[config.mk]
export PLATFORM = sky130hd
export DESIGN_NAME = aux_power_l2_control
export DESIGN_NICKNAME = d
export VERILOG_FILES = /design/src/design/aux_power_pkg.sv /design/src/design/aux_power_l2_control.sv /design/src/design/level_synchroniser.sv
export SDC_FILE = /design/constraint.sdc
export NUM_CORES = 1
export LEC_CHECK = 0
export ABC_AREA = 1
export BUFFER_PORTS_ARGS = -buffer_cell sky130_fd_sc_hd__buf_2
export CAP_MARGIN = 20
export CORE_MARGIN = 2
export CORE_UTILIZATION = 38
export DETAILED_ROUTE_END_ITERATION = 6
export SKIP_CTS_REPAIR_TIMING = 1
export SYNTH_ARGS = -nofsm -noshare
export SYNTH_HDL_FRONTEND = slang
export SYNTH_SLANG_ARGS = --single-unit
[constraint.sdc]
create_clock -name CLOCK_I -period 3.3 [get_ports CLOCK_I]
set_input_delay 0.165 -clock CLOCK_I [delete_from_list [all_inputs] [get_ports CLOCK_I]]
set_output_delay 0.165 -clock CLOCK_I [all_outputs]
set_load 0.01 [all_outputs]
[src/design/aux_power_pkg.sv]
// Constants shared by the auxiliary power / L2 mode controller.
// Assumes a 125 MHz core clock and a 32-bit AXI4-Lite register port.

package aux_power_pkg;

  // ---------------------------------------------------------------------
  // Bus geometry
  // ---------------------------------------------------------------------
  localparam int ADDR_WIDTH = 8;
  localparam int DATA_WIDTH = 32;

  localparam logic [1:0] RESP_OKAY   = 2'h0;
  localparam logic [1:0] RESP_SLVERR = 2'h2;

  // ---------------------------------------------------------------------
  // Register offsets (byte addresses)
  // ---------------------------------------------------------------------
  localparam logic [7:0] SWITCH_CONTROL_OFFSET = 8'h00;
  localparam logic [7:0] DEVICE_STATUS_OFFSET  = 8'h04;
  localparam logic [7:0] RETAINED_OFFSET       = 8'h08;
  localparam logic [7:0] STICKY_OFFSET         = 8'h0C;
  localparam logic [7:0] ORDINARY_OFFSET       = 8'h10;
  localparam logic [7:0] LOCK_OFFSET           = 8'h14;

  // ---------------------------------------------------------------------
  // Field positions
  // ---------------------------------------------------------------------
  localparam int CONTROL_AUX_ENABLE_BIT = 0;
  localparam int CONTROL_PM_EVENT_BIT   = 1;

  localparam int STATUS_AUX_DETECTED_BIT = 0;
  localparam int STATUS_L2_ENABLED_BIT   = 1;
  localparam int STATUS_ACTIVE_STBY_BIT  = 2;
  localparam int STATUS_INACTIVE_STBY_BIT = 3;
  localparam int STATUS_FIRST_DONE_BIT   = 4;
  localparam int STATUS_SECOND_DONE_BIT  = 5;
  localparam int STATUS_RETAINED_INIT_BIT = 6;
  localparam int STATUS_DISABLE_PIN_BIT  = 7;

  localparam int LOCK_UNLOCK_BIT = 0;
  localparam int LOCKABLE_LOW    = 16;

  // ---------------------------------------------------------------------
  // Reset values
  // ---------------------------------------------------------------------
  localparam logic [31:0] RETAINED_RESET = 32'h0000_0000;
  localparam logic [31:0] STICKY_RESET   = 32'h0000_0000;
  localparam logic [31:0] ORDINARY_RESET = 32'h0000_0000;

  // ---------------------------------------------------------------------
  // Timing
  // ---------------------------------------------------------------------
  localparam int         COUNT_WIDTH          = 9;
  localparam logic [8:0] FIRST_SAMPLE_CLOCKS  = 9'h008;
  localparam logic [8:0] SECOND_SAMPLE_CLOCKS = 9'h100;
  localparam int         SYNC_WIDTH           = 4;

  // ---------------------------------------------------------------------
  // Power states
  // ---------------------------------------------------------------------
  typedef enum logic [2:0] {
    POWER_ON         = 3'b001,
    ACTIVE_STANDBY   = 3'b010,
    INACTIVE_STANDBY = 3'b100
  } power_state_type;

endpackage

[src/design/aux_power_l2_control.sv]
// Auxiliary power enable, L2 mode and register retention control.
// Assumes pins from power-on circuitry and an AXI4-Lite master.
//
// How it works
// RQ1: Eight clocks after fundamental reset release, low disable pin clears retained bits.
// RQ2: A high disable pin at the eight-clock sample keeps retained bits.
// RQ3: At 256 clocks the disable pin level becomes the aux power enable bit.
// RQ4: Aux power detected simply mirrors the aux power enable bit.
// RQ5: Software may set aux power enable only with PM event enable set.
// RQ6: L2 mode is enabled when aux detected and PM event enable both hold.
// RQ7: Main power loss enters active standby if aux on and enabled, else inactive.
// RQ8: Ordinary fields clear on every reset kind.
// RQ9: Sticky and lockable fields survive hot and secondary bus resets.
// RQ10: Retained fields survive fundamental, hot and secondary bus resets; the early low sample and entering inactive standby clear them.
// RQ11: External circuitry asserts fundamental reset and sequences the disable pin.
// RQ12: External circuitry holds disable pin high through both samples to keep state.
// RQ13: External circuitry holds disable pin low to disable L2 permanently; software may still set aux enable with PM event enable, enabling L2.
// RQ14: Software setting aux enable leaves the disable pin alone; the pin is only an input.
// RQ15: Aux power serves PM events from D3cold only when PM event enable set.
// RQ16: Active standby gates the core clock; only wake and beacon stay powered.
// RQ17: Post-reset counter restarts on reset; each sample taken once per release.

`timescale 1ns/1ps

module aux_power_l2_control (
  input  wire logic        CLOCK_I,
  input  wire logic        SRST_I,
  input  wire logic [7:0]  AWADDR_I,
  input  wire logic        AWVALID_I,
  output logic             AWREADY_O,
  input  wire logic [31:0] WDATA_I,
  input  wire logic [3:0]  WSTRB_I,
  input  wire logic        WVALID_I,
  output logic             WREADY_O,
  output logic [1:0]       BRESP_O,
  output logic             BVALID_O,
  input  wire logic        BREADY_I,
  input  wire logic [7:0]  ARADDR_I,
  input  wire logic        ARVALID_I,
  output logic             ARREADY_O,
  output logic [31:0]      RDATA_O,
  output logic [1:0]       RRESP_O,
  output logic             RVALID_O,
  input  wire logic        RREADY_I,
  input  wire logic        FUNDAMENTAL_RESET_N_I,
  input  wire logic        AUX_POWER_DISABLE_N_I,
  input  wire logic        MAIN_POWER_ON_I,
  input  wire logic        AUX_POWER_ON_I,
  input  wire logic        HOT_RESET_I,
  input  wire logic        SECONDARY_BUS_RESET_I,
  output logic             AUX_POWER_ENABLE_O,
  output logic             AUX_POWER_DETECTED_O,
  output logic             L2_ENABLED_O,
  output logic             PME_AUX_ALLOWED_O,
  output logic             CORE_CLOCK_GATE_O,
  output logic             WAKE_BEACON_POWER_O
);

  // ---------------------------------------------------------------------
  // State
  // ---------------------------------------------------------------------
  typedef struct packed {
    aux_power_pkg::power_state_type power_state;
    logic                           main_prev;
    logic [8:0]                     post_reset_count;
    logic                           first_done;
    logic                           second_done;
    logic                           retained_init;
    logic                           aux_power_enable;
    logic                           pm_event_enable;
    logic [31:0]                    retained;
    logic [31:0]                    sticky;
    logic [31:0]                    ordinary;
    logic                           unlock;
    logic                           aw_held;
    logic                           w_held;
    logic [7:0]                     aw_addr;
    logic [31:0]                    w_data;
    logic [3:0]                     w_strb;
    logic                           awready;
    logic                           wready;
    logic                           bvalid;
    logic [1:0]                     bresp;
    logic                           arready;
    logic                           rvalid;
    logic [1:0]                     rresp;
    logic [31:0]                    rdata;
    logic                           aux_power_detected;
    logic                           l2_enabled;
    logic                           pme_aux_allowed;
    logic                           clock_gate;
    logic                           wake_beacon_power;
  } control_state_type;

  localparam control_state_type RESET_STATE = '{
    power_state: aux_power_pkg::POWER_ON,
    awready:     1'b1,
    wready:      1'b1,
    arready:     1'b1,
    default:     '0
  };

  control_state_type state;
  control_state_type next_state;

  logic [aux_power_pkg::SYNC_WIDTH-1:0] synced;
  logic                                 fund_reset_n;
  logic                                 disable_n;
  logic                                 main_on;
  logic                                 aux_on;

  // ---------------------------------------------------------------------
  // Pin synchronisation
  // ---------------------------------------------------------------------
  level_synchroniser pin_sync (
    .clock_i  (CLOCK_I),
    .srst_i   (SRST_I),
    .async_i  ({AUX_POWER_ON_I, MAIN_POWER_ON_I,
                AUX_POWER_DISABLE_N_I, FUNDAMENTAL_RESET_N_I}),
    .stable_o (synced)
  );

  assign fund_reset_n = synced[0];
  assign disable_n    = synced[1];
  assign main_on      = synced[2];
  assign aux_on       = synced[3];

  // ---------------------------------------------------------------------
  // Helpers
  // ---------------------------------------------------------------------
  function automatic logic [31:0] merge_bytes(
    input logic [31:0] old_word,
    input logic [31:0] new_word,
    input logic [3:0]  strobe
  );
    logic [31:0] result;
    result = old_word;
    for (int i = 0; i < 4; i++) begin
      if (strobe[i]) begin
        result[8*i +: 8] = new_word[8*i +: 8];
      end
    end
    return result;
  endfunction

  function automatic logic is_mapped(input logic [7:0] addr);
    logic hit;
    hit = 1'b0;
    if (addr[1:0] == 2'h0) begin
      case (addr)
        aux_power_pkg::SWITCH_CONTROL_OFFSET,
        aux_power_pkg::DEVICE_STATUS_OFFSET,
        aux_power_pkg::RETAINED_OFFSET,
        aux_power_pkg::STICKY_OFFSET,
        aux_power_pkg::ORDINARY_OFFSET,
        aux_power_pkg::LOCK_OFFSET: hit = 1'b1;
        default:                    hit = 1'b0;
      endcase
    end
    return hit;
  endfunction

  // ---------------------------------------------------------------------
  // Next state
  // ---------------------------------------------------------------------
  always_comb begin
    logic        write_now;
    logic [31:0] control_word;
    logic [31:0] status_word;
    logic [31:0] written;
    logic [31:0] read_word;

    next_state = state;
    write_now  = 1'b0;
    written    = '0;
    read_word  = '0;

    control_word = '0;
    control_word[aux_power_pkg::CONTROL_AUX_ENABLE_BIT] =
      state.aux_power_enable;
    control_word[aux_power_pkg::CONTROL_PM_EVENT_BIT] = state.pm_event_enable;

    status_word = '0;
    status_word[aux_power_pkg::STATUS_AUX_DETECTED_BIT] =
      state.aux_power_detected;
    status_word[aux_power_pkg::STATUS_L2_ENABLED_BIT] = state.l2_enabled;
    status_word[aux_power_pkg::STATUS_ACTIVE_STBY_BIT] =
      state.power_state == aux_power_pkg::ACTIVE_STANDBY;
    status_word[aux_power_pkg::STATUS_INACTIVE_STBY_BIT] =
      state.power_state == aux_power_pkg::INACTIVE_STANDBY;
    status_word[aux_power_pkg::STATUS_FIRST_DONE_BIT] = state.first_done;
    status_word[aux_power_pkg::STATUS_SECOND_DONE_BIT] = state.second_done;
    status_word[aux_power_pkg::STATUS_RETAINED_INIT_BIT] =
      state.retained_init;
    status_word[aux_power_pkg::STATUS_DISABLE_PIN_BIT] = disable_n;

    // Write address and data are taken in either order
    if (AWVALID_I && state.awready) begin
      next_state.aw_held = 1'b1;
      next_state.aw_addr = AWADDR_I;
    end
    if (WVALID_I && state.wready) begin
      next_state.w_held = 1'b1;
      next_state.w_data = WDATA_I;
      next_state.w_strb = WSTRB_I;
    end
    if (state.bvalid && BREADY_I) begin
      next_state.bvalid = 1'b0;
    end

    write_now = next_state.aw_held && next_state.w_held && !state.bvalid;
    if (write_now) begin
      next_state.aw_held = 1'b0;
      next_state.w_held  = 1'b0;
      next_state.bvalid  = 1'b1;
      next_state.bresp   = is_mapped(next_state.aw_addr) ?
                           aux_power_pkg::RESP_OKAY :
                           aux_power_pkg::RESP_SLVERR;
      case (next_state.aw_addr)
        aux_power_pkg::SWITCH_CONTROL_OFFSET: begin
          written = merge_bytes(control_word, next_state.w_data,
                                next_state.w_strb);
          next_state.pm_event_enable =
            written[aux_power_pkg::CONTROL_PM_EVENT_BIT];
          next_state.aux_power_enable =
            written[aux_power_pkg::CONTROL_AUX_ENABLE_BIT] &
            written[aux_power_pkg::CONTROL_PM_EVENT_BIT]; // RQ5
        end
        aux_power_pkg::RETAINED_OFFSET: begin
          next_state.retained = merge_bytes(state.retained,
                                            next_state.w_data,
                                            next_state.w_strb);
        end
        aux_power_pkg::STICKY_OFFSET: begin
          written = merge_bytes(state.sticky, next_state.w_data,
                                next_state.w_strb);
          next_state.sticky[aux_power_pkg::LOCKABLE_LOW-1:0] =
            written[aux_power_pkg::LOCKABLE_LOW-1:0];
          // Lockable half ignores writes unless unlocked
          if (state.unlock) begin
            next_state.sticky[31:aux_power_pkg::LOCKABLE_LOW] =
              written[31:aux_power_pkg::LOCKABLE_LOW];
          end
        end
        aux_power_pkg::ORDINARY_OFFSET: begin
          next_state.ordinary = merge_bytes(state.ordinary,
                                            next_state.w_data,
                                            next_state.w_strb);
        end
        aux_power_pkg::LOCK_OFFSET: begin
          written = merge_bytes({31'h0000_0000, state.unlock},
                                next_state.w_data, next_state.w_strb);
          next_state.unlock = written[aux_power_pkg::LOCK_UNLOCK_BIT];
        end
        default: begin
        end
      endcase
    end
    next_state.awready = !next_state.aw_held && !next_state.bvalid;
    next_state.wready  = !next_state.w_held && !next_state.bvalid;

    // Read channel answers one cycle after the address is taken
    case (ARADDR_I)
      aux_power_pkg::SWITCH_CONTROL_OFFSET: read_word = control_word;
      aux_power_pkg::DEVICE_STATUS_OFFSET:  read_word = status_word;
      aux_power_pkg::RETAINED_OFFSET:       read_word = state.retained;
      aux_power_pkg::STICKY_OFFSET:         read_word = state.sticky;
      aux_power_pkg::ORDINARY_OFFSET:       read_word = state.ordinary;
      aux_power_pkg::LOCK_OFFSET:
        read_word = {31'h0000_0000, state.unlock};
    endcase
    if (ARVALID_I && state.arready) begin
      next_state.arready = 1'b0;
      next_state.rvalid  = 1'b1;
      next_state.rdata   = is_mapped(ARADDR_I) ? read_word : '0;
      next_state.rresp   = is_mapped(ARADDR_I) ?
                           aux_power_pkg::RESP_OKAY :
                           aux_power_pkg::RESP_SLVERR;
    end else if (state.rvalid && RREADY_I) begin
      next_state.rvalid  = 1'b0;
      next_state.arready = 1'b1;
    end

    // Reset classes override software writes in the same cycle
    if (!fund_reset_n || HOT_RESET_I || SECONDARY_BUS_RESET_I) begin
      next_state.ordinary = aux_power_pkg::ORDINARY_RESET; // RQ8
      next_state.unlock   = 1'b0; // RQ8
    end
    // Hot and secondary bus resets leave the sticky class alone
    if (!fund_reset_n) begin
      next_state.sticky          = aux_power_pkg::STICKY_RESET; // RQ9
      next_state.pm_event_enable = 1'b0; // RQ9
    end

    // Post-reset sampling of the disable pin; counting starts once the
    // synchronised release is seen, so the pin must settle beforehand
    if (!fund_reset_n) begin
      next_state.post_reset_count = '0; // RQ17
      next_state.first_done       = 1'b0; // RQ17
      next_state.second_done      = 1'b0; // RQ17
    end else begin
      if (state.post_reset_count != aux_power_pkg::SECOND_SAMPLE_CLOCKS) begin
        next_state.post_reset_count =
          aux_power_pkg::COUNT_WIDTH'(state.post_reset_count + 9'h001);
      end
      if (state.post_reset_count == aux_power_pkg::FIRST_SAMPLE_CLOCKS &&
          !state.first_done) begin
        next_state.first_done = 1'b1; // RQ17
        if (!disable_n) begin
          next_state.retained      = aux_power_pkg::RETAINED_RESET; // RQ1
          next_state.retained_init = 1'b1; // RQ1 RQ10
        end else begin
          next_state.retained_init = 1'b0; // RQ2
        end
      end
      // Sample wins over a software write landing in the same cycle
      if (state.post_reset_count == aux_power_pkg::SECOND_SAMPLE_CLOCKS &&
          !state.second_done) begin
        next_state.second_done      = 1'b1; // RQ17
        next_state.aux_power_enable = disable_n; // RQ3
      end
    end

    // Standby selection on loss of main power
    next_state.main_prev = main_on;
    unique case (state.power_state)
      aux_power_pkg::POWER_ON: begin
        if (state.main_prev && !main_on) begin
          if (aux_on && state.aux_power_enable) begin
            next_state.power_state = aux_power_pkg::ACTIVE_STANDBY; // RQ7
          end else begin
            next_state.power_state = aux_power_pkg::INACTIVE_STANDBY; // RQ7
            next_state.retained    = aux_power_pkg::RETAINED_RESET; // RQ7
          end
        end
      end
      aux_power_pkg::ACTIVE_STANDBY: begin
        if (main_on) begin
          next_state.power_state = aux_power_pkg::POWER_ON;
        end else if (!aux_on) begin
          // Losing aux too means nothing held the saved context
          next_state.power_state = aux_power_pkg::INACTIVE_STANDBY;
          next_state.retained    = aux_power_pkg::RETAINED_RESET;
        end
      end
      aux_power_pkg::INACTIVE_STANDBY: begin
        if (main_on) begin
          next_state.power_state = aux_power_pkg::POWER_ON;
        end
      end
      default: begin
        next_state.power_state = aux_power_pkg::POWER_ON;
      end
    endcase

    // Derived outputs
    next_state.clock_gate =
      next_state.power_state == aux_power_pkg::ACTIVE_STANDBY; // RQ16
    next_state.wake_beacon_power =
      next_state.power_state == aux_power_pkg::ACTIVE_STANDBY; // RQ7
    // No supply pin is sensed here
    next_state.aux_power_detected = next_state.aux_power_enable; // RQ4
    next_state.l2_enabled = next_state.aux_power_detected &
                            next_state.pm_event_enable; // RQ6
    next_state.pme_aux_allowed = next_state.l2_enabled & aux_on; // RQ15
  end

  // ---------------------------------------------------------------------
  // Registers
  // ---------------------------------------------------------------------
  always_ff @(posedge CLOCK_I) begin
    if (SRST_I) begin
      state <= RESET_STATE;
    end else begin
      state <= next_state;
    end
  end

  // ---------------------------------------------------------------------
  // Outputs
  // ---------------------------------------------------------------------
  assign AWREADY_O            = state.awready;
  assign WREADY_O             = state.wready;
  assign BVALID_O             = state.bvalid;
  assign BRESP_O              = state.bresp;
  assign ARREADY_O            = state.arready;
  assign RVALID_O             = state.rvalid;
  assign RDATA_O              = state.rdata;
  assign RRESP_O              = state.rresp;
  assign AUX_POWER_ENABLE_O   = state.aux_power_enable;
  assign AUX_POWER_DETECTED_O = state.aux_power_detected;
  assign L2_ENABLED_O         = state.l2_enabled;
  assign PME_AUX_ALLOWED_O    = state.pme_aux_allowed;
  assign CORE_CLOCK_GATE_O    = state.clock_gate;
  assign WAKE_BEACON_POWER_O  = state.wake_beacon_power;

endmodule

[src/design/level_synchroniser.sv]
// Three-stage synchroniser for the asynchronous power and reset pins.
// Assumes inputs that change slowly compared with the core clock.

`timescale 1ns/1ps

module level_synchroniser (
  input  wire logic                                 clock_i,
  input  wire logic                                 srst_i,
  input  wire logic [aux_power_pkg::SYNC_WIDTH-1:0] async_i,
  output logic      [aux_power_pkg::SYNC_WIDTH-1:0] stable_o
);

  typedef struct packed {
    logic [aux_power_pkg::SYNC_WIDTH-1:0] first;
    logic [aux_power_pkg::SYNC_WIDTH-1:0] second;
    logic [aux_power_pkg::SYNC_WIDTH-1:0] third;
    logic [aux_power_pkg::SYNC_WIDTH-1:0] stable;
  } sync_state_type;

  sync_state_type state;
  sync_state_type next_state;

  // ---------------------------------------------------------------------
  // Stages
  // ---------------------------------------------------------------------
  // The first stage feeds only the second; a bit is accepted once the
  // second and third stages agree, which filters a one-cycle glitch.
  always_comb begin
    logic [aux_power_pkg::SYNC_WIDTH-1:0] agree;
    agree             = ~(state.second ^ state.third);
    next_state        = state;
    next_state.first  = async_i;
    next_state.second = state.first;
    next_state.third  = state.second;
    next_state.stable = (state.second & agree) | (state.stable & ~agree);
  end

  always_ff @(posedge clock_i) begin
    if (srst_i) begin
      state <= '0;
    end else begin
      state <= next_state;
    end
  end

  assign stable_o = state.stable;

endmodule

After elaboration in Yosys (flattened, before gate mapping):

Index checks and enable logic that the tools add are counted.

* input bits: 65
* register bits after elaboration: 221
* logic and storage cells: 167
* output and inout port bits: 47

* reduce and logical (&&, ||, !) cells: 42
* bitwise gates (word level): 10
* multiplexer cells: 59
* $add $sub $neg: 1
* equal/unequal tests: 17

Operators with widths (number)
* 32-bit 2-to-1 mux: 11
* 32-bit one-hot mux with 6 select lines: 1
* 8-bit 2-to-1 mux: 13
* 101-bit 2-to-1 mux: 1
* 32-bit one-hot mux with 2 select lines: 1
* 36-bit 2-to-1 mux: 1
* 8-bit by 4-bit == test with 1-bit output (second input constant): 4
* 8-bit by 5-bit == test with 1-bit output (second input constant): 4
* 3-bit AND reduction: 7
* 3-bit 2-to-1 mux: 6
* 8-bit by 3-bit == test with 1-bit output (second input constant): 2
* 8-bit logical NOT: 2
* 16-bit 2-to-1 mux: 1
* 2-bit 2-to-1 mux: 8
* 1-bit 2-to-1 mux: 15
* 1-bit logical AND: 13
* 6-bit OR reduction: 2
* 9-bit by 1-bit adder with 9-bit output (second input constant): 1
* 9-bit by 4-bit == test with 1-bit output (second input constant): 1
* 9-bit == test (second input constant): 1
* 9-bit inequality test (second input constant): 1
* 3-bit one-hot mux with 3 select lines: 1
* 4-bit bitwise AND: 2
* 1-bit logical NOT: 8
* other kinds (14): 22

Longest topological paths before layout:

* depth in word-level cells: 14
* gate-level depth with buffers: 13
* mapped depth without buffers: 11

Cells and area by module:

Synthesis repeated with hierarchy kept, for this count alone.

* cells, all modules: 1273
* area, all modules: 9480.3 µm²

Modules (own cells, without submodules)
* aux_power_l2_control: cells an instance 1215, instances 1, area each 8969.9 µm²
* level_synchroniser: cells an instance 58, instances 1, area each 510.5 µm²

Worst setup path after synthesis:

Ideal clock, no wire load.

* path type: reg2reg
* from: register state (netlist bit AWREADY_O)
* to: register state[147] (netlist name)
* data arrival time: 1.653 ns
* path slack: 1.531 ns
* stages on the path, launching flop included: 11
* data required time: 3.184 ns
* path buffers: 1
* path through: dfxtp_1 -> nand2_2 -> buf_6 -> o21ai_4 -> nand2_2 -> nor2_8 -> nand2_4 -> inv_2 -> nand3_2 -> o21ai_0 -> nor2_1

* longest elaborated chain between the ends: 5
* elaborated cells between the ends (all ways): 7
* classes of those cells: eq/ne: 1; mux: 2; reduce/logical: 4

RTL lines
* start: declaration: RTL line aux_power_l2_control.sv:103 `control_state_type state;`
* start signal: assignment: RTL line aux_power_l2_control.sv:375 `state <= next_state;`
* 1-bit logical AND *: RTL line aux_power_l2_control.sv:198 `if (AWVALID_I && state.awready) begin`
* branches (longest 3 deep; another with 8-bit 2-to-1 mux)
* 4-bit AND reduction (no source line) *

Mark *: on every way between the ends.
A chain may end at the register's enable or synchronous reset.

Worst setup path in the final report:

* from: register state (netlist bit AWREADY_O)
* to: register state[138] (netlist name)

* longest elaborated chain between the ends: 5
* elaborated cells between the ends (all ways): 7
* classes of those cells: eq/ne: 1; mux: 2; reduce/logical: 4

RTL lines (RTL line)
* 1-bit logical AND *: aux_power_l2_control.sv:198
* branches (longest 3 deep; another with 8-bit 2-to-1 mux)
* 3-bit AND reduction (no source line) *

Marks and branches as above.

==> flow_summary.toml <==
[worst_setup_path]
startpoint_type = "flop"
cpMostUsedCell = "nand2_2"
worstPathCellList = "nand2_2, o21ai_1, nand2_2, nor2_8, nand2_4, nor2_2, inv_1, o21ai_0, a21oi_1"
worstRegToRegCells = 9
critPathKind = "reg -> reg"
path_depth = 9
cp.required_ns = 3.70
cp.arrival_ns = 2.75
cp_top_family = "simple AND/OR/NAND/NOR gates"
worst-path-buf-inv = 1
cp-end-kind = "flop"
crit_fanout = 11
cp_slowest_cell = "dfxtp_1"
max_stage_delay_ns = 0.47

[yosys]
synthTopCellsByArea = "dfxtp_1 47%, nand2_1 9.3%, inv_1 7.1%"
syn_avg_cell_area_um2 = 7.462
ys_seq_elements = 219
synth_cell_types = 44
ys_seq_area_share_pct = 46.60
synth_top_area_cell = "dfxtp_1"
async_flop_share_pct = 0
synth_commonest_cells = "234 x nand2_1, 219 x dfxtp_1, 178 x inv_1"
yosys_warnings = 0
yosysTopAreaCellShare_pct = 46.60
synth_most_common_cell = "nand2_1"
synthCells = 1261
synth_area_um2 = 9409
synth_edf_count = 0
yosys_most_used_dff = "dfxtp_1"

[routing]
drt_wl_total_um = 23570
avgRoutedWirePerCell_um = 14.16
drtPass1Iterations = 5
vias = 7843
vias_per_cell = 4.711
antenna_left = 0
drtIter0Drc = 370
drc = 0

[cells_and_area]
fill_cells = 2497
area_growth_pct = 14.15
layout-drive-gt1-share_pct = 15.44
ff_latch_area_um2 = 4384
nets = 1393
multiInputGateArea_um2 = 3774
n_antenna_cell = 0

[cts]
clockBufferDepth = 3
cts_tree = "done"
cts.htree.levels = 1
clk_latency_ns = 0.52
cts-root-buf = "clkbuf_16"
cts.clk_slew.worst_paths_ns = 0.06
cts.sink_count = 219
cts_buffers = 24

[grt]
grt_pass1_wl_um = 38370
grt_use_total_pct = 18.15
grt_pass1_vias = 7455
grt.overflow.total = 0
antenna_found_initial = 0
grt_max_degree = 65

[floorplanning]
core_um2 = 24320
die_w_um = 161.4
fp.dieH_um = 161.4
pin_count = 112
initial_core_util_pct = 38.69
num_rows = 57
dieArea_um2 = 26040

[min_path]
min_path_type = "in -> reg"
whs_path_depth = 5

[pwr]
combPwrFrac_pct = 11.6
swShare_pct = 26.35
p_int_w = 0.004447
leakagePower_nw = 4.731
p_clk_share_pct = 42.4
p_per_area_nw_per_um2 = 562.2
power.total_w = 0.006038
p_seq_share_pct = 46.1
ir_drop_mv = 0.3006
p_switching_w = 0.001591

[timing]
fmaxAchievable_mhz = 424.8
tightestPinTransition_ns = 0.6602
tns_ns = 0
hold_viol_final = 2
hold_slack_ns = -0.01132
rsz0062_at_grt = "false"
maxSlewViolCount = 0
slew_headroom_pct = 55.99
period_minus_slack_ns = 2.354
timing.final.crit_share_pct = 71.33
setup_violations = 0
worst_clock_skew_ns = 0.01641

[placed_design]
hpwlAfterDp_um = 15930
io_buffers = 109
gp_congestion = 0.7856

[status]
violations = "hold timing"
status = "finished with violations"

[flow_run]
drv_cap = 0
==> cell type report <==
| class | count | share of cell area, % |
|---|---|---|
| Sequential cell | 219 | 40.82 |
| Multi-Input combinational cell | 767 | 35.14 |
| Clock buffer | 37 | 6.792 |
| Timing Repair Buffer | 127 | 6.617 |
| Inverter | 187 | 6.570 |
| Tap cell | 324 | 3.774 |
| Clock inverter | 4 | 0.2912 |
==> kinds of logic (layout without fill, tap and decap cells) <==
kind of cell / Yosys count / count (layout) / synth area share (%)
AO/OA/AOI/OAI: 299 / 299 / 17.22
adder cells (fa/ha/maj): 2 / 2 / 0.2659
buffers and inverters: 276 / 355 / 13.36
flip-flops: 219 / 219 / 46.60
other: 1 / 2 / 0.03986
AND/OR/NAND/NOR: 464 / 464 / 22.51
==> metrics by stage <==
step,util [%],cells,worst slack [ns],area (µm²)
4_1_cts,43.92,1659,0.9649,10680
5_1_grt,44.16,1665,0.7096,10740
3_5_place_dp,40.79,1618,0.9548,9920
2_1_floorplan,-,1262,1.531,9413
3_3_place_gp,40.79,1618,1.063,9920
6_report,44.16,1665,0.9461,10740
==> worst register-to-register path, delay by kind of cell, from the launching register on <==
| kind | cells | cell delay, ns |
|---|---|---|
| AOI/OAI and AO/OA | 3 | 0.57 |
| buffers and inverters | 1 | 0.18 |
| DFF | 1 | 0.47 |
| and+or+nand+nor | 5 | 1.01 |
==> cell usage in the layout, fill, tap and decap left out, types with 2 or more instances in the layout <==
master | synthesis | layout
clkbuf_8 | 0 | 8
nand2_1 | 234 | 233
o221ai_1 | 8 | 8
dlygate4sd3_1 | 0 | 6
clkinv_1 | 3 | 3
nor3_1 | 11 | 11
a21oi_2 | 2 | 2
nor2_4 | 4 | 4
a21oi_1 | 125 | 125
clkinv_2 | 1 | 4
nand4_1 | 9 | 9
nor2_1 | 138 | 138
o21ai_0 | 117 | 117
o211ai_1 | 16 | 16
ha_1 | 2 | 2
clkbuf_16 | 0 | 24
nor2_2 | 3 | 3
o21a_1 | 5 | 5
nand2_2 | 11 | 12
nor2_8 | 8 | 8
conb_1 | 1 | 2
o21ai_1 | 16 | 16
nand3_1 | 33 | 33
o22ai_1 | 3 | 3
buf_4 | 41 | 12
inv_1 | 178 | 178
nand3_2 | 3 | 3
o21ai_2 | 2 | 2
inv_2 | 4 | 4
buf_2 | 3 | 108
clkbuf_1 | 33 | 5
dfxtp_1 | 219 | 219
nand2_4 | 3 | 3
nor3_2 | 2 | 2
==> per-layer routing <==
layer / wire length (µm) / global-route usage, % / up-vias
met3: 1119 / 2.953 / 34
met1: 11700 / 25.48 / 3545
met5: 0 / 0 / -
met4: 470 / 5.073 / 0
met2: 10280 / 28.89 / 158
li1: - / - / 4106
==> path summary, 6_finish.rpt <==
path / from / end / slack [ns]
max: AWREADY_O$_SDFF_PP1_ / state[138]$_SDFFE_PP0P_ / 0.95
min: AWADDR_I[1] / state[83]$_SDFF_PP0_ / -0.01
max reg2reg: AWREADY_O$_SDFF_PP1_ / state[138]$_SDFFE_PP0P_ / 0.95
min reg2reg: pin_sync.next_state[11]$_SDFF_PP0_ / pin_sync.next_state[7]$_SDFF_PP0_ / 0.40
==> registers in the layout (all words and copies together) (netlist names), named ones only <==
register	count
RDATA_O	32
AWREADY_O	1
L2_ENABLED_O	1
PME_AUX_ALLOWED_O	1
state	160
AUX_POWER_DETECTED_O	1
pin_sync.next_state	8
WREADY_O	1
RRESP_O	1
RVALID_O	1
ARREADY_O	1
BVALID_O	1
WAKE_BEACON_POWER_O	1
BRESP_O	1
pin_sync.state	4
==> power by group through the flow <==
stage | clock network (W) | logic, W | registers [W]
6_report | 0.00256 | 0.000699 | 0.00278
5_1_grt | 0.00274 | 0.000792 | 0.00279
4_1_cts | 0.00263 | 0.000701 | 0.00278
3_5_place_dp | 0 | 0.000698 | 0.00284
3_3_place_gp | 0 | 0.000693 | 0.00283
2_1_floorplan | 0 | 0.000507 | 0.00283
(Power assumes the default switching activity.)
